File: config.mk
export PLATFORM = sky130hd
export DESIGN_NAME = safl_top
export DESIGN_NICKNAME = d
export VERILOG_FILES = /design/src/rtl/safl_byte_cmp.v /design/src/rtl/safl_top.v
export VERILOG_INCLUDE_DIRS = /design/src /design/src/rtl
export SDC_FILE = /design/constraint.sdc
export NUM_CORES = 1
export LEC_CHECK = 0
export BUFFER_PORTS_ARGS = -buffer_cell sky130_fd_sc_hd__buf_2
export CAP_MARGIN = 10
export CORE_UTILIZATION = 40
export DETAILED_ROUTE_END_ITERATION = 6
export GPL_ROUTABILITY_DRIVEN = 0
export HOLD_SLACK_MARGIN = 0.1
export PLACE_DENSITY = 0.66
export SLEW_MARGIN = 15
export SYNTH_ARGS = -nofsm -noshare
export SYNTH_HDL_FRONTEND = slang
export SYNTH_HIERARCHICAL = 1
export SYNTH_SLANG_ARGS = --single-unit
export TNS_END_PERCENT = 20
File: constraint.sdc
create_clock -name core_clk -period 5.1 [get_ports core_clk]
set_input_delay 0 -clock core_clk [delete_from_list [all_inputs] [get_ports core_clk]]
set_output_delay 0 -clock core_clk [all_outputs]
set_load 0.1 [all_outputs]
File: src/rtl/safl_defines.vh
// Constants for the station address filter and lost-frame tally.
// Assumes inclusion by bare name from the rtl files of this block.
`ifndef SAFL_DEFINES_VH
`define SAFL_DEFINES_VH

// Register address: bit 4 selects the page, bits 3:0 the offset
`define SAFL_ADDR_W 5
`define SAFL_PAGE_BIT 4
`define SAFL_PAGE0 1'b0
`define SAFL_PAGE1 1'b1

// Page 0
`define SAFL_OFS_LOST_TALLY 4'hf

// Page 1
`define SAFL_OFS_STA_BYTE0 4'h1
`define SAFL_OFS_STA_BYTE5 4'h6
`define SAFL_OFS_RX_PAGE 4'h7
`define SAFL_OFS_CTRL 4'h8
`define SAFL_OFS_IRQ_STAT 4'h9
`define SAFL_OFS_IRQ_MASK 4'ha

// Reset values
`define SAFL_RST_STA_BYTE 8'h00
`define SAFL_RST_RX_PAGE 8'h4d
`define SAFL_RST_TALLY 8'h00
`define SAFL_RST_CTRL 8'h00
`define SAFL_RST_IRQ 8'h00

// Control register fields
`define SAFL_CTRL_MONITOR 0

// Interrupt status and mask fields
`define SAFL_IRQ_ACCEPT 0
`define SAFL_IRQ_LOST 1
`define SAFL_IRQ_WRAP 2
`define SAFL_IRQ_RESTORE 3
`define SAFL_IRQ_USED 8'h0f

// Destination address layout
`define SAFL_DA_BITS 48
`define SAFL_DA_LAST_BIT 6'd47
`define SAFL_BYTES 6

`endif

File: src/rtl/safl_byte_cmp.v
// Byte-wise comparison of one received destination byte with a stored byte.
// Assumes the six stored bytes are presented flat, byte 0 in bits 7:0.
`timescale 1ns/1ps
`default_nettype none
`include "safl_defines.vh"

module safl_byte_cmp (
	// Received byte and its position in the destination field
	input wire [7:0] rx_byte,
	input wire [2:0] byte_idx,
	// Stored station address, byte n in bits 8n+7:8n
	input wire [47:0] sta_addr,
	// Result
	output wire byte_eq
);

	wire [`SAFL_BYTES-1:0] eq_vec;

	genvar gi;
	generate
		for (gi = 0; gi < `SAFL_BYTES; gi = gi + 1) begin : g_cmp
			localparam [31:0] IDX = gi;
			// Only the byte at the current position may answer
			assign eq_vec[gi] = (byte_idx == IDX[2:0]) && (rx_byte == sta_addr[8*gi+7:8*gi]); // [RULE5]
		end
	endgenerate

	assign byte_eq = |eq_vec;

endmodule
`default_nettype wire

File: src/rtl/safl_top.v
// Station address filter with lost-frame tally and paged register access.
// Assumes a serial receive stream already stripped of preamble and sync,
// one bit per core_clk when rx_bit_valid is high, and a buffer manager beside it.
`timescale 1ns/1ps
`default_nettype none
`include "safl_defines.vh"

// Contract
// RULE1: Count a frame dropped for lack of buffer space in the 8-bit tally.
// RULE2: In monitor mode, count every frame that passes address recognition instead.
// RULE3: Tally is read-only at page 0 offset 0x0f, resetting to zero.
// RULE4: Compare each frame's destination with the station address to accept or reject.
// RULE5: Comparison runs one byte at a time against the matching stored byte.
// RULE6: Stored byte n bit k equals destination bit 8n+k.
// RULE7: Destination bits arrive bit 0 first, bit 47 last, before source bits.
// RULE8: Destination bit 0 marks physical versus multicast address.
// RULE9: Six station bytes are read/write at page 1 offsets 0x01-0x06, reset zero.
// RULE10: Receive write page is read/write at page 1 offset 0x07.
// RULE11: Receive write page names next reception's first buffer and restores pointers on error.
// RULE12: Host sets receive write page to ring start and leaves it alone afterwards.
// RULE13: Reading the tally clears it.
// RULE14: Physical match needs all six destination bytes equal to the stored bytes.
module safl_top (
	// Clock and reset
	input wire core_clk,
	input wire rst_b,
	// Register port
	input wire [`SAFL_ADDR_W-1:0] reg_addr,
	input wire [7:0] reg_wdata,
	input wire reg_wr,
	input wire reg_rd,
	output reg [7:0] reg_rdata,
	// Receive stream
	input wire rx_sof,
	input wire rx_bit,
	input wire rx_bit_valid,
	input wire rx_eof,
	input wire rx_err,
	input wire rx_buf_avail,
	// Buffer manager page update
	input wire rx_page_upd,
	input wire [7:0] rx_page_val,
	// Filter results
	output reg rx_addr_hit,
	output reg rx_accept,
	output reg rx_reject,
	output reg rx_dest_mcast,
	output reg rx_ptr_restore,
	output wire [7:0] rx_write_page,
	// Interrupt
	output wire irq
);

	localparam ST_IDLE = 2'd0;
	localparam ST_DEST = 2'd1;
	localparam ST_BODY = 2'd2;

	// Reset release through two flops
	reg rst_meta_b_r;
	reg rst_sync_b;

	always @(posedge core_clk or negedge rst_b) begin
		if (!rst_b) begin
			rst_meta_b_r <= 1'b0;
			rst_sync_b <= 1'b0;
		end else begin
			rst_meta_b_r <= 1'b1;
			rst_sync_b <= rst_meta_b_r;
		end
	end

	// Registers
	reg [7:0] rx_page_r;
	reg [7:0] tally_r;
	reg [7:0] tally_nxt;
	reg [7:0] ctrl_r;
	reg [7:0] irq_stat_r;
	reg [7:0] irq_stat_nxt;
	reg [7:0] irq_mask_r;

	// Receive state
	reg [1:0] state_r;
	reg [1:0] state_nxt;
	reg [5:0] bit_cnt_r;
	reg [7:0] byte_sr_r;
	reg match_r;
	reg mcast_r;

	wire page_sel;
	wire [3:0] ofs;
	wire monitor;
	wire [7:0] rx_byte;
	wire byte_eq;
	wire last_bit;
	wire decide;
	wire hit_now;
	wire lost_now;
	wire count_now;
	wire tally_rd;
	wire [7:0] irq_ev;

	// Register decode and receive events
	wire [47:0] sta_addr;
	wire wr_pg1;
	wire rd_pg1;
	wire wr_rx_page;
	wire wr_ctrl;
	wire wr_irq_stat;
	wire wr_irq_mask;
	wire accept_now;
	wire reject_now;
	wire wrap_now;
	wire restore_now;
	reg [7:0] rdata_nxt;

	assign page_sel = reg_addr[`SAFL_PAGE_BIT];
	assign ofs = reg_addr[3:0];
	assign monitor = ctrl_r[`SAFL_CTRL_MONITOR];
	assign rx_write_page = rx_page_r;

	// One write select per register here, station bytes apart (byte_wr in g_sta); reads decode rd_pg1 or tally_rd and ofs in the read mux
	assign wr_pg1 = reg_wr && (page_sel == `SAFL_PAGE1);
	assign rd_pg1 = reg_rd && (page_sel == `SAFL_PAGE1);
	assign wr_rx_page = wr_pg1 && (ofs == `SAFL_OFS_RX_PAGE);
	assign wr_ctrl = wr_pg1 && (ofs == `SAFL_OFS_CTRL);
	assign wr_irq_stat = wr_pg1 && (ofs == `SAFL_OFS_IRQ_STAT);
	assign wr_irq_mask = wr_pg1 && (ofs == `SAFL_OFS_IRQ_MASK);

	// Incoming bit becomes the MSB; after eight bits bit 0 sits in the LSB
	assign rx_byte = {rx_bit, byte_sr_r[7:1]}; // [RULE6] [RULE7]
	assign last_bit = (bit_cnt_r == `SAFL_DA_LAST_BIT);
	assign decide = (state_r == ST_DEST) && rx_bit_valid && !rx_sof && last_bit;

	safl_byte_cmp u_cmp (
		.rx_byte(rx_byte),
		.byte_idx(bit_cnt_r[5:3]),
		.sta_addr(sta_addr),
		.byte_eq(byte_eq)
	);

	// All six bytes must match, including the last one being checked now
	assign hit_now = decide && match_r && byte_eq; // [RULE14] [RULE4]
	// Monitor mode never stores, so buffer space is irrelevant there
	assign lost_now = hit_now && !monitor && !rx_buf_avail; // [RULE1]
	assign count_now = monitor ? hit_now : lost_now; // [RULE2] [RULE1]
	assign tally_rd = reg_rd && (page_sel == `SAFL_PAGE0) && (ofs == `SAFL_OFS_LOST_TALLY);

	assign accept_now = hit_now && !monitor && rx_buf_avail; // [RULE4]
	assign reject_now = decide && !(match_r && byte_eq); // [RULE4]
	// A read in the same cycle restarts the tally at one, so that is no wrap
	assign wrap_now = count_now && (tally_r == 8'hff) && !tally_rd;
	assign restore_now = rx_eof && rx_err && (state_r == ST_BODY); // [RULE11]

	// Next state of the destination walk
	always @* begin
		state_nxt = state_r;
		if (rx_sof) begin
			// A new frame start abandons any frame still in progress
			state_nxt = ST_DEST;
		end else begin
			case (state_r)
				ST_DEST: begin
					if (rx_eof) begin
						state_nxt = ST_IDLE;
					end else if (rx_bit_valid && last_bit) begin
						state_nxt = ST_BODY;
					end
				end
				ST_BODY: begin
					if (rx_eof) begin
						state_nxt = ST_IDLE;
					end
				end
				default: begin
					state_nxt = ST_IDLE;
				end
			endcase
		end
	end

	// Destination field walk
	always @(posedge core_clk or negedge rst_sync_b) begin
		if (!rst_sync_b) begin
			state_r <= ST_IDLE;
			bit_cnt_r <= 6'd0;
			byte_sr_r <= 8'h00;
			match_r <= 1'b0;
			mcast_r <= 1'b0;
		end else begin
			state_r <= state_nxt;
			if (rx_sof) begin
				bit_cnt_r <= 6'd0;
				match_r <= 1'b1;
				mcast_r <= 1'b0;
			end else if ((state_r == ST_DEST) && !rx_eof && rx_bit_valid) begin
				byte_sr_r <= rx_byte;
				if (bit_cnt_r == 6'd0) begin
					mcast_r <= rx_bit; // [RULE8]
				end
				if (bit_cnt_r[2:0] == 3'd7) begin
					match_r <= match_r & byte_eq; // [RULE5]
				end
				if (!last_bit) begin
					bit_cnt_r <= bit_cnt_r + 6'd1;
				end
			end
		end
	end

	// Decision pulses, one cycle after the last destination bit; restore pulse one cycle after rx_eof
	always @(posedge core_clk or negedge rst_sync_b) begin
		if (!rst_sync_b) begin
			rx_addr_hit <= 1'b0;
			rx_accept <= 1'b0;
			rx_reject <= 1'b0;
			rx_ptr_restore <= 1'b0;
		end else begin
			rx_addr_hit <= hit_now;
			rx_accept <= accept_now; // [RULE4]
			rx_reject <= reject_now; // [RULE4]
			// Buffer manager rewinds to the saved page after a bad frame
			rx_ptr_restore <= restore_now; // [RULE11]
		end
	end

	// Multicast flag holds until the next frame reaches its decision
	always @(posedge core_clk or negedge rst_sync_b) begin
		if (!rst_sync_b) begin
			rx_dest_mcast <= 1'b0;
		end else if (decide) begin
			rx_dest_mcast <= mcast_r; // [RULE8]
		end
	end

	// Tally: a read clears it, but a count in the same cycle is kept
	always @* begin
		tally_nxt = tally_r;
		if (tally_rd) begin
			tally_nxt = 8'h00; // [RULE13]
		end
		if (count_now) begin
			tally_nxt = tally_rd ? 8'h01 : tally_r + 8'h01; // [RULE1] [RULE2]
		end
	end

	always @(posedge core_clk or negedge rst_sync_b) begin
		if (!rst_sync_b) begin
			tally_r <= `SAFL_RST_TALLY; // [RULE3]
		end else begin
			tally_r <= tally_nxt;
		end
	end

	// Station address bytes, one register each so no vector has several drivers
	genvar gb;
	generate
		for (gb = 0; gb < `SAFL_BYTES; gb = gb + 1) begin : g_sta
			localparam [31:0] BYTE_OFS = `SAFL_OFS_STA_BYTE0 + gb;
			reg [7:0] byte_r;
			wire byte_wr;

			assign byte_wr = wr_pg1 && (ofs == BYTE_OFS[3:0]);

			always @(posedge core_clk or negedge rst_sync_b) begin
				if (!rst_sync_b) begin
					byte_r <= `SAFL_RST_STA_BYTE; // [RULE9]
				end else if (byte_wr) begin
					byte_r <= reg_wdata; // [RULE9]
				end
			end

			// Byte n lands at bits 8n+7:8n
			assign sta_addr[8*gb+7:8*gb] = byte_r; // [RULE6]
		end
	endgenerate

	// Receive write page: host sets it, the buffer manager advances it
	always @(posedge core_clk or negedge rst_sync_b) begin
		if (!rst_sync_b) begin
			rx_page_r <= `SAFL_RST_RX_PAGE;
		end else if (rx_page_upd) begin
			rx_page_r <= rx_page_val; // [RULE11]
		end else if (wr_rx_page) begin
			// Writing while frames flow moves the ring under the buffer manager
			rx_page_r <= reg_wdata; // [RULE10]
		end
	end

	// Control and interrupt mask
	always @(posedge core_clk or negedge rst_sync_b) begin
		if (!rst_sync_b) begin
			ctrl_r <= `SAFL_RST_CTRL;
			irq_mask_r <= `SAFL_RST_IRQ;
		end else begin
			if (wr_ctrl) begin
				// Only the monitor bit exists; the rest read back zero
				ctrl_r <= reg_wdata & 8'h01;
			end
			if (wr_irq_mask) begin
				irq_mask_r <= reg_wdata & `SAFL_IRQ_USED;
			end
		end
	end

	// Sticky events; a new event wins over a write-one-to-clear
	assign irq_ev = {4'h0, rx_ptr_restore, wrap_now, lost_now, accept_now};

	always @* begin
		irq_stat_nxt = irq_stat_r;
		if (wr_irq_stat) begin
			irq_stat_nxt = irq_stat_r & ~reg_wdata;
		end
		irq_stat_nxt = irq_stat_nxt | irq_ev;
	end

	always @(posedge core_clk or negedge rst_sync_b) begin
		if (!rst_sync_b) begin
			irq_stat_r <= `SAFL_RST_IRQ;
		end else begin
			irq_stat_r <= irq_stat_nxt;
		end
	end

	assign irq = |(irq_stat_r & irq_mask_r);

	// Read data stands for the one cycle after the strobe; unmapped reads zero
	always @* begin
		rdata_nxt = 8'h00;
		if (tally_rd) begin
			rdata_nxt = tally_r; // [RULE3]
		end else if (rd_pg1 && ofs >= `SAFL_OFS_STA_BYTE0 && ofs <= `SAFL_OFS_STA_BYTE5) begin
			rdata_nxt = sta_addr[8*(ofs-4'h1) +: 8]; // [RULE9]
		end else if (rd_pg1 && ofs == `SAFL_OFS_RX_PAGE) begin
			rdata_nxt = rx_page_r; // [RULE10]
		end else if (rd_pg1 && ofs == `SAFL_OFS_CTRL) begin
			rdata_nxt = ctrl_r;
		end else if (rd_pg1 && ofs == `SAFL_OFS_IRQ_STAT) begin
			rdata_nxt = irq_stat_r;
		end else if (rd_pg1 && ofs == `SAFL_OFS_IRQ_MASK) begin
			rdata_nxt = irq_mask_r;
		end
	end

	always @(posedge core_clk or negedge rst_sync_b) begin
		if (!rst_sync_b) begin
			reg_rdata <= 8'h00;
		end else begin
			reg_rdata <= rdata_nxt;
		end
	end

endmodule
`default_nettype wire
==> metrics.cfg, run 1 <==
[sta]
finClkSkew_ns = 0.008435
min_period_over_period = 0.5534
timing.final.crit_period_ns = 2.822
rsz0062_at_grt = no
maxClockFrequency_ghz = 0.3543
finalMaxSlewViolations = 0
hold-worst-slack_ns = 0.1740
tightestPinTransition_ns = 0.7706
hold_viol = 0
report.final.setup_viol = 0
max-slew-margin-rel = 0.4852
setup_total_negative_slack_ns = 0
finalWorstSetupSlack_ns = 2.278

[clocking]
postCtsSetupRepairBufs = 0
cts.hold.buffers_added = 42
clkLatencyLatePin_ns = 0.36
cts_made_buffers = 9
htree_depth = 3
clock-sinks = 109
cts_resized = 0
cts_buffer_depth = 2
cts_root_buffer = sky130_fd_sc_hd__clkbuf_16
tritoncts = built
clkSlewWorstSetupHoldPaths_ns = 0.07

[synthesis]
most_numerous_cell_types_in_the_synthesized_netlist = sky130_fd_sc_hd__dfrtp_1 (105), sky130_fd_sc_hd__mux2_2 (69), sky130_fd_sc_hd__nand2_1 (52)
synth-warning-count = 6
synth.lib_cells_used.distinct = 56
post_synth_instance_area_sq_um = 5911
synth_enable_flop_cells = 0
post_synth_inst_count = 520
synth_largest_type_area_fraction = 0.4445
synth-main-ff-cell = sky130_fd_sc_hd__dfrtp_1
synth-seq-cells = 109
synth.yosys.seq_area_share = 0.4623
synth_most_common_cell = sky130_fd_sc_hd__dfrtp_1
netlist_top_cells_area = sky130_fd_sc_hd__dfrtp_1 (44%), sky130_fd_sc_hd__mux2_2 (13%), sky130_fd_sc_hd__xnor2_1 (5.2%), sky130_fd_sc_hd__nand2_1 (3.3%), sky130_fd_sc_hd__mux4_2 (3.0%)
synthesis.nets = 561
synth_area_per_cell_sq_um = 11.37
postSynth.asyncResetShare = 1.000
synth_area_leader_cell = sky130_fd_sc_hd__dfrtp_1

[setup_path]
crit_path_cell_trace = xnor2_2, nand3_1, nor4_1, a31oi_1, nand3_1, nand2_1, or4_4, o31ai_1, dlygate4sd3_1
worst_setup_path_start_kind = flop
cp_top_family = simple AND/OR/NAND/NOR gates
rr_startpoint = byte_sr_r[2]$_DFFE_PN0P_
crit_arrival_ns = 3.12
cp.required_ns = 5.39
crit-reg2reg-capture = irq_stat_r[1]$_DFF_PN0_
worstPathMaxFanout = 10
critical_path.slowest_cell = sky130_fd_sc_hd__dlygate4sd3_1
critPathBufInv = 1
cpMostUsedCell = sky130_fd_sc_hd__nand3_1
r2r.worst_path.cells = 9
timing_worst_setup_path_type = flop to flop
rrSetupSlack_ns = 2.28
crit_path_max_incr_delay_ns = 0.60
endpoint_kind = flop

[routing]
vias = 4464
first_iter_violations = 386
routedWlPerCell_microns = 19.58
via_per_inst = 5.687
detail_route.first_pass.iterations = 5
final_antenna_net_count = 0
wirelength_microns = 15370
drc = 0

[place]
detailedPlace.worstSlack_ns = 2.455
port-buffer-count = 53
place.detailed.hpwl_microns = 10690

[floorplanning]
design.core.area_sq_um = 14480
io_pins = 54
design.die.area_sq_um = 15270
fp.dieW_microns = 123.6
die-height_microns = 123.6
fp-row-count = 44
floorplan.initialDensity = 0.4082

[global_routing]
grt_remaining_overflow = 0
grt_max_degree = 58
grt_pass1_vias = 4312
grt_antenna_before_repair = 0
globalRouteTotalUtil = 0.2103
first_pass_grt_wire_length_microns = 23650

[worst_hold_path]
worst_min_path_class = input port to flop
min-delay-start = reg_wr
hold_path_end = ctrl_r[0]$_DFFE_PN0P_
min_delay_path_depth = 5

[final_layout]
nets = 637
nFillCells = 1298
layout.core_utilization = 0.4798
final_layout_size_suffix_gt1_frac = 0.2646
areaGrowthSynthToFinish_pct = 17.53
num_antenna_cells = 0

[power]
vdd.ir_drop.worst_mv = 0.1813
power.density_nw_per_um2 = 351.0
leakage_uw = 0.003112
totalPowerFinal_uw = 2439

[status]
run_status = finished clean

[flow_run]
cap_violations = 0

==> per-layer routing <==
metal	GRT usage	wire length, microns	vias to the layer above
met3	0.05489	1068	26
met2	0.3247	7241	154
met1	0.2852	6702	2270
met5	0	0	-
met4	0.07229	355	0
li1	-	-	2014
==> layout make-up <==
| type | instances | area, sq um | share of cell area |
|---|---|---|---|
| Timing Repair Buffer | 96 | 693.2 | 0.09978 |
| Tap cell | 184 | 230.2 | 0.03314 |
| Inverter | 7 | 26.28 | 0.003782 |
| Clock buffer | 12 | 246.5 | 0.03548 |
| Multi-Input combinational cell | 373 | 2965 | 0.4269 |
| Clock inverter | 4 | 48.80 | 0.007024 |
| Sequential cell | 109 | 2736 | 0.3939 |
==> state kept, by name, indices dropped and copies added, names as in the netlist <==
signal and count:
rx_write_page 8, reg_rdata 8, g_sta.byte_r 48, mcast_r 1, rst_meta_b_r 1, state_r 2, rx_accept 1, tally_r 8
rst_sync_b 1, rx_reject 1, byte_sr_r 7, ctrl_r 1, rx_addr_hit 1, irq_mask_r 4, rx_dest_mcast 1, bit_cnt_r 6
rx_ptr_restore 1, irq_stat_r 8, match_r 1
==> power breakdown <==
| group | switching, uW | internal (uW) | total (uW) | leakage [uW] |
|---|---|---|---|---|
| Sequential | 171 | 979 | 1150 | 0.00141 |
| Combinational | 276 | 297 | 573 | 0.00155 |
| Clock | 322 | 394 | 716 | 0.000147 |
| Total | 769 | 1670 | 2440 | 0.00311 |
==> how the worst max path moves through the flow <==
stage / from / endpoint / cells past startpoint
2_1_floorplan: rst_sync_b$_DFF_PN0_ / bit_cnt_r[0]$_DFFE_PN0P_ / 0
3_3_place_gp: byte_sr_r[7]$_DFFE_PN0P_ / tally_r[6]$_DFFE_PN0P_ / 9
3_5_place_dp: byte_sr_r[1]$_DFFE_PN0P_ / tally_r[6]$_DFFE_PN0P_ / 9
4_1_cts: byte_sr_r[2]$_DFFE_PN0P_ / irq_stat_r[1]$_DFF_PN0_ / 9
5_1_grt: byte_sr_r[2]$_DFFE_PN0P_ / irq_stat_r[1]$_DFF_PN0_ / 9
6_report: byte_sr_r[2]$_DFFE_PN0P_ / irq_stat_r[1]$_DFF_PN0_ / 9
==> per-stage QoR <==
| stage | instances | instance area (sq um) |
|---|---|---|
| 6_report | 785 | 6947 |
| 3_5_place_dp | 727 | 6231 |
| 5_1_grt | 785 | 6947 |
| 3_3_place_gp | 727 | 6231 |
| 4_1_cts | 785 | 6947 |
| 2_1_floorplan | 520 | 5911 |
==> logic make-up (layout without fill, tap and decap cells) <==
group	after synthesis	count (layout)	share of synthesized area
muxes	91	91	0.1856
DFF	109	109	0.4623
buffers and inverters	38	119	0.03599
and+or+nand+nor	146	146	0.1323
adders and majority gates	9	9	0.01905
other	1	1	0.0006344
xor gates and xnor gates	53	53	0.08235
AOI/OAI and AO/OA	73	73	0.08171
==> layout by cell type, fill, tap and decap left out, drive strengths merged, types with 7 or more instances in the layout <==
cell         instances
dfrtp              105
mux2                69
buf                 54
nand2               52
dlygate4sd3         42
xnor2               38
nand3               18
a21oi               16
o21ai               16
xor2                15
mux2i               14
clkbuf              12
nor2                11
nand4                9
o211ai               9
nor4                 9
ha                   9
mux4                 8
inv                  7
nand2b               7
==> worst register-to-register path, stage by stage, from the launching register on <==
cell,delay (ns)
sky130_fd_sc_hd__dfrtp_1,0.57
sky130_fd_sc_hd__xnor2_2,0.17
sky130_fd_sc_hd__nand3_1,0.11
sky130_fd_sc_hd__nor4_1,0.30
sky130_fd_sc_hd__a31oi_1,0.07
sky130_fd_sc_hd__nand3_1,0.16
sky130_fd_sc_hd__nand2_1,0.09
sky130_fd_sc_hd__or4_4,0.49
sky130_fd_sc_hd__o31ai_1,0.21
sky130_fd_sc_hd__dlygate4sd3_1,0.60
(Power assumes the default switching activity.)
==> run 2: changes to the inputs <==
clock period = 2.9 ns   (was 5.1 ns; I/O delays follow)
==> run 2 against run 1 <==
Effect of this change: global-route usage is essentially flat; largest power group unchanged; largest cell class unchanged; critical path depth is the same; sequential cell count is the same.
==> metrics.cfg, run 2 (synthesized netlist as in run 1, its figures left out) <==
[power]
power.density_nw_per_um2 = 640.1  ; +82%
leakage_uw = 0.003143  ; +0.99%
clock_power_share = 0.326  ; +0.032
p_sw_frac = 0.3025  ; -0.01281
seqPwrFrac = 0.447  ; -0.024
vdd.ir_drop.worst_mv = 0.3573  ; +97%
power.share.combinational = 0.227  ; -0.008
net-switching-power_uw = 1366  ; +78%
internal_power_uw = 3150  ; +89%
totalPowerFinal_uw = 4516  ; +85%

[worst_hold_path]
worst_min_path_class = input port to flop

[setup_path]
crit_path_max_incr_delay_ns = 0.57  ; -0.03 ns
crit_path_cell_trace = xnor2_1, nand4_1, nor4_1, a31oi_1, nand3_1, nand2_1, or4_4, o31ai_1, dlygate4sd3_1
critical_path.slowest_cell = sky130_fd_sc_hd__dlygate4sd3_1
rr_startpoint = byte_sr_r[1]$_DFFE_PN0P_
timing_worst_setup_path_type = flop to flop
crit-reg2reg-capture = irq_stat_r[1]$_DFF_PN0_
cp.required_ns = 3.20  ; -2.19 ns
setup.worst_path.start = byte_sr_r[1]$_DFFE_PN0P_
worstPathMaxFanout = 10  ; unchanged
worst_setup_path_start_kind = flop
r2r.worst_path.cells = 9  ; unchanged
endpoint_kind = flop
crit_arrival_ns = 3.03  ; -0.09 ns
critical_path_depth = 9  ; unchanged
setup.worst_path.end = irq_stat_r[1]$_DFF_PN0_
critPathBufInv = 1  ; unchanged
rrSetupSlack_ns = 0.17  ; -2.11 ns
cp_top_family = simple AND/OR/NAND/NOR gates

[global_routing]
globalRouteTotalUtil = 0.2108  ; +0.0004457
grt_antenna_before_repair = 1  ; +1
grt_pass1_vias = 4416  ; +2.4%
grt_max_degree = 108  ; +86%
grt_remaining_overflow = 0  ; unchanged
first_pass_grt_wire_length_microns = 23890  ; +1.0%

[final_layout]
num_antenna_cells = 0  ; unchanged
seq_area_sq_um = 2744  ; +0.27%
nets = 639  ; +0.31%
layout.cells.most_common = sky130_fd_sc_hd__dfrtp_1
multi_input_area_sq_um = 2972  ; +0.21%
largest_register = g_sta.byte_r
areaGrowthSynthToFinish_pct = 19.35
nFillCells = 1285  ; -1.0%
final_layout_size_suffix_gt1_frac = 0.2803  ; +0.01571
largest_register_ffs = 48  ; unchanged
layout.cells.most_common_list = sky130_fd_sc_hd__dfrtp_1 (98), sky130_fd_sc_hd__mux2_2 (69), sky130_fd_sc_hd__buf_2 (53), sky130_fd_sc_hd__nand2_1 (52), sky130_fd_sc_hd__dlygate4sd3_1 (43)

[sta]
report.final.setup_viol = 0  ; unchanged
setup_total_negative_slack_ns = 0  ; unchanged
max-slew-margin-rel = 0.4772  ; -0.008034
finClkSkew_ns = 0.008251  ; -0.0001834 ns
hold_viol = 0  ; unchanged
maxClockFrequency_ghz = 0.3666  ; +3.5%
rsz0062_at_grt = no
min_period_over_period = 0.9406  ; +0.3872
tightestPinTransition_ns = 0.7826  ; +0.01203 ns
timing.final.crit_period_ns = 2.728  ; -0.09458 ns
finalMaxSlewViolations = 0  ; unchanged

[routing]
drc = 0  ; unchanged
detail_route.first_pass.iterations = 5  ; unchanged
vias = 4483  ; +0.43%
first_iter_violations = 445  ; +15%
wirelength_microns = 15340  ; -0.20%
routedWlPerCell_microns = 19.49  ; -0.45%
via_per_inst = 5.696  ; +0.17%
final_antenna_net_count = 0  ; unchanged

[floorplanning]
design.core.area_sq_um = 14480  ; unchanged
die-height_microns = 123.6  ; unchanged
fp-row-count = 44  ; unchanged
io_pins = 54  ; unchanged
floorplan.initialDensity = 0.4082  ; unchanged
fp.dieW_microns = 123.6  ; unchanged
design.die.area_sq_um = 15270  ; unchanged

[place]
port-buffer-count = 53  ; unchanged
place.detailed.hpwl_microns = 10570  ; -1.1%

[status]
run_status = finished clean

[flow_run]
cap_violations = 0  ; unchanged

[clocking]
htree_depth = 3  ; unchanged
clkLatencyLatePin_ns = 0.36  ; about the same
cts_root_buffer = sky130_fd_sc_hd__clkbuf_16
cts_buffer_depth = 2  ; unchanged
tritoncts = built
clock-sinks = 109  ; unchanged
clkSlewWorstSetupHoldPaths_ns = 0.07  ; about the same
cts_made_buffers = 9  ; unchanged

## run 2: changes by cell type in the layout (fill, tap and decap cells not counted)
cell,before,now
sky130_fd_sc_hd__dlygate4sd3_1,42,43
sky130_fd_sc_hd__clkinv_2,2,0
sky130_fd_sc_hd__nor4_2,0,1
sky130_fd_sc_hd__dfrtp_2,0,6
sky130_fd_sc_hd__nor4_1,9,8
sky130_fd_sc_hd__dfrtp_1,104,98
sky130_fd_sc_hd__buf_12,0,1
sky130_fd_sc_hd__clkbuf_1,2,0
sky130_fd_sc_hd__bufinv_16,1,3
sky130_fd_sc_hd__clkbuf_8,1,2
sky130_fd_sc_hd__clkinvlp_4,0,1
## run 2: power groups by stage
stage,Clock (uW),Combinational (uW),Sequential [uW]
finish,1470,1030,2020
global route,1540,1100,2060
CTS,1490,1010,2000
detailed placement,0,958,2030
global placement,0,941,2020
floorplan,0,792,2000
## run 2: metal layers
| metal | vias up | track usage | routed length [microns] |
|---|---|---|---|
| met5 | - | 0 | 0 |
| met4 | 0 | 0.09036 | 503 |
| met3 | 36 | 0.04059 | 749 |
| met2 | 147 | 0.3202 | 7101 |
| met1 | 2280 | 0.2922 | 6984 |
| li1 | 2020 | - | - |
## run 2: tightest hold or removal path: stages
cell	delay (ns)
sky130_fd_sc_hd__buf_2	0.13
sky130_fd_sc_hd__nand2_1	0.11
sky130_fd_sc_hd__nor2_1	0.07
sky130_fd_sc_hd__nand2_1	0.08
sky130_fd_sc_hd__mux2_2	0.15
## run 2: final cells by class
| cell class | count | area share |
|---|---|---|
| multi-input combinational | 373 | 0.4212 |
| sequential | 109 | 0.3890 |
| timing repair buffer | 98 | 0.1025 |
| clock buffer | 11 | 0.03583 |
| tap | 184 | 0.03264 |
| clock inverter | 5 | 0.01508 |
| inverter | 7 | 0.003725 |
## run 2: what timing repair did
| item | in CTS | in global routing |
|---|---|---|
| endpoints found under the hold margin | 75 | 0 |
| buffers inserted | 0 | 0 |
| endpoints found under the setup margin | 0 | 3 |
| hold buffers | 43 | 0 |
| gates resized for setup | 0 | 7 |
## run 2: worst min path at each step
stage / start / endpoint / slack (ns) / cells past startpoint
final: reg_wr / ctrl_r[0]$_DFFE_PN0P_ / 0.20 / 5
after global routing: reg_wr / ctrl_r[0]$_DFFE_PN0P_ / 0.24 / 5
after CTS: reg_wr / ctrl_r[0]$_DFFE_PN0P_ / 0.16 / 5
after detailed placement: rst_b / rst_meta_b_r$_DFF_PN0_ / -0.21 / 1
after global placement: rst_b / rst_meta_b_r$_DFF_PN0_ / -0.21 / 1
after floorplan: rst_b / rst_meta_b_r$_DFF_PN0_ / -0.30 / 0
## run 2: through the flow
step / setup slack, ns / util / std cells / area [sq um] / hold WS (ns)
after detailed placement: 0.2140 / 0.4317 / 728 / 6251 / -0.2138
final: 0.1723 / 0.4872 / 787 / 7054 / 0.2041
after global placement: 0.3102 / 0.4317 / 728 / 6251 / -0.2147
after CTS: 0.08984 / 0.4863 / 787 / 7041 / 0.1574
after floorplan: 0.4684 / - / 520 / 5912 / -0.2956
after global routing: 0.01702 / 0.4872 / 787 / 7054 / 0.2352
==> run 3: changes to the inputs <==
GPL_ROUTABILITY_DRIVEN = not set   (was 0)
PLACE_DENSITY = 0.69   (was 0.66)
clock period = 2.2 ns   (was 2.9 ns; I/O delays follow)
==> run 3 against run 2 <==
Effect of this change: the run now ends with negative setup slack left; clock power up 22%; via count up 2.2%; global-route usage up 1.1 points; worst hold slack worse by 0.045 ns; combinational power up 65%; largest power group unchanged.
==> metrics.cfg, run 3 (synthesized netlist as in run 1, its figures left out) <==
[status]
run_status = finished with violations
violated_checks = negative setup slack

[place]
port-buffer-count = 53  ; unchanged
place.detailed.hpwl_microns = 11750  ; +11%
routabilityCongestion = 0.9453
place.detailed.instances = 778  ; +6.9%
dpl_cell_area_sq_um = 6626  ; +6.0%

[global_routing]
grt_remaining_overflow = 0  ; unchanged
grt_max_degree = 47  ; -56%
grt_antenna_before_repair = 0  ; -1
grt_pass1_vias = 4555  ; +3.1%
globalRouteTotalUtil = 0.2217  ; +0.01090
first_pass_grt_wire_length_microns = 24720  ; +3.5%

[setup_path]
critical_path.slowest_cell = sky130_fd_sc_hd__or4_1
worstPathMaxFanout = 6  ; -4
worst_setup_path_start_kind = flop
endpoint_kind = flop
timing_worst_setup_path_type = flop to flop
critPathBufInv = 0  ; -1
cp.required_ns = 2.49  ; -0.71 ns
cpMostUsedCell = sky130_fd_sc_hd__nand3_1
crit_path_max_incr_delay_ns = 0.53  ; -0.04 ns
crit_arrival_ns = 2.86  ; -0.17 ns
cp_top_family = simple AND/OR/NAND/NOR gates
crit_path_cell_trace = xnor2_2, nand3_1, nor4_1, a31oi_1, nand3_1, nand2_2, or4_4, or4_1, a21oi_2

[routing]
wirelength_microns = 16110  ; +5.0%
final_antenna_net_count = 0  ; unchanged
drc = 0  ; unchanged
routedWlPerCell_microns = 19.18  ; -1.6%
wl_met2_microns = 7684  ; +8.2%
first_iter_violations = 461  ; +3.6%
dr_wl_met3_microns = 778  ; +3.9%
post_route_met1_wirelength_microns = 7303  ; +4.6%
highest-signal-layer = met4
vias = 4580  ; +2.2%
via_per_inst = 5.452  ; -4.3%
detail_route.first_pass.iterations = 5  ; unchanged

[sta]
max-slew-margin-rel = 0.5573  ; +0.08017
min_period_over_period = 1.171  ; +0.2307
maxClockFrequency_ghz = 0.3881  ; +5.9%
rsz0062_at_grt = yes
timing.final.crit_period_ns = 2.577  ; -0.1509 ns
report.final.setup_viol = 12  ; +12
finalWorstSetupSlack_ns = -0.3768  ; -0.5491 ns
setup_total_negative_slack_ns = -2.789  ; -2.789 ns
hold_viol = 0  ; unchanged
tightestPinTransition_ns = 0.6593  ; -0.1234 ns
finClkSkew_ns = 0.008158  ; -0.00009373 ns
finalMaxSlewViolations = 0  ; unchanged

[final_layout]
largest_register_ffs = 48  ; unchanged
stdcell_count = 840  ; +6.7%
layout.cells.most_common_list = sky130_fd_sc_hd__dfrtp_1 (97), sky130_fd_sc_hd__mux2_2 (69), sky130_fd_sc_hd__buf_4 (54), sky130_fd_sc_hd__buf_2 (53), sky130_fd_sc_hd__nand2_1 (51)
nFillCells = 1238  ; -3.7%
largest_register = g_sta.byte_r
stdcell_area_sq_um = 7540  ; +6.9%
layout.cells.most_common = sky130_fd_sc_hd__dfrtp_1
seq_area_sq_um = 2745  ; about the same
final_layout_size_suffix_gt1_frac = 0.3720  ; +0.09169
nets = 692  ; +8.3%
multi_input_area_sq_um = 3083  ; +3.7%
areaGrowthSynthToFinish_pct = 27.56
num_antenna_cells = 0  ; unchanged

[clocking]
cts_made_buffers = 9  ; unchanged
clock-sinks = 109  ; unchanged
cts_root_buffer = sky130_fd_sc_hd__clkbuf_16
clkSlewWorstSetupHoldPaths_ns = 0.07  ; about the same
htree_depth = 3  ; unchanged
tritoncts = built
clkLatencyLatePin_ns = 0.36  ; about the same
cts_buffer_depth = 2  ; unchanged

[floorplanning]
fp.dieW_microns = 123.6  ; unchanged
fp-row-count = 44  ; unchanged
design.core.area_sq_um = 14480  ; unchanged
design.die.area_sq_um = 15270  ; unchanged
floorplan.initialDensity = 0.4082  ; unchanged
io_pins = 54  ; unchanged
die-height_microns = 123.6  ; unchanged

[power]
leakage_uw = 0.003427  ; +9.0%
totalPowerFinal_uw = 6148  ; +36%
power.density_nw_per_um2 = 815.4  ; +27%
vdd.ir_drop.worst_mv = 0.4547  ; +27%

[flow_run]
cap_violations = 0  ; unchanged

[worst_hold_path]
worst_min_path_class = input port to flop

run 3: worst register-to-register path, cell delays in order, from the launching register on:
cell	delay, ns
sky130_fd_sc_hd__dfrtp_2	0.50
sky130_fd_sc_hd__xnor2_2	0.20
sky130_fd_sc_hd__nand3_1	0.11
sky130_fd_sc_hd__nor4_1	0.27
sky130_fd_sc_hd__a31oi_1	0.07
sky130_fd_sc_hd__nand3_1	0.15
sky130_fd_sc_hd__nand2_2	0.08
sky130_fd_sc_hd__or4_4	0.45
sky130_fd_sc_hd__or4_1	0.53
sky130_fd_sc_hd__a21oi_2	0.14
run 3: path summary, 6_finish.rpt:
| check | to | slack [ns] | start | depth (start not counted) |
|---|---|---|---|---|
| setup / recovery | tally_r[4]$_DFFE_PN0P_ | -0.38 | byte_sr_r[7]$_DFFE_PN0P_ | 9 |
| setup reg to reg | tally_r[4]$_DFFE_PN0P_ | -0.38 | byte_sr_r[7]$_DFFE_PN0P_ | 9 |
| hold / removal | ctrl_r[0]$_DFFE_PN0P_ | 0.16 | reg_addr[4] | 5 |
| hold reg to reg | rx_write_page[4]$_DFFE_PN0P_ | 0.35 | rst_sync_b$_DFF_PN0_ | 0 |
| max in group asynchronous | byte_sr_r[7]$_DFFE_PN0P_ | 1.18 | rst_sync_b$_DFF_PN0_ | 1 |
| min in group asynchronous | rx_write_page[4]$_DFFE_PN0P_ | 0.35 | rst_sync_b$_DFF_PN0_ | 0 |
run 3: power breakdown:
| group | leakage, uW | internal (uW) | switching [uW] |
|---|---|---|---|
| logic | 0.00186 | 924 | 775 |
| clock network | 0.000160 | 1040 | 766 |
| registers | 0.00141 | 2280 | 364 |
| total | 0.00343 | 4240 | 1910 |
run 3: timing repair:
item	4_1_cts	5_1_grt
setup buffers	4	0
hold buffers	42	0
endpoints found under the hold margin	77	0
gates resized for setup	20	9
endpoints found under the setup margin	13	13
pin swaps	8	2
run 3: final cells by class:
| cell class | instances | area share |
|---|---|---|
| Clock inverter | 6 | 0.01245 |
| Inverter | 7 | 0.003485 |
| Clock buffer | 10 | 0.03170 |
| Timing Repair Buffer | 151 | 0.1489 |
| Sequential cell | 109 | 0.3641 |
| Multi-Input combinational cell | 373 | 0.4089 |
| Tap cell | 184 | 0.03053 |
run 3: metal layers:
| metal | GRT usage | up-vias |
|---|---|---|
| li1 | - | 2134 |
| met1 | 0.2958 | 2292 |
| met2 | 0.3520 | 125 |
| met3 | 0.04843 | 29 |
| met4 | 0.08283 | 0 |
| met5 | 0 | - |
run 3: metrics by stage:
stage	hold WS [ns]	setup WS [ns]	utilization
after CTS	0.1390	-0.3599	0.5175
after detailed placement	-0.2113	-0.5216	0.4577
after floorplan	-0.2956	-0.2316	-
after global placement	-0.2148	-0.3853	0.4577
after global routing	0.1685	-0.4865	0.5207
final	0.1587	-0.3768	0.5207
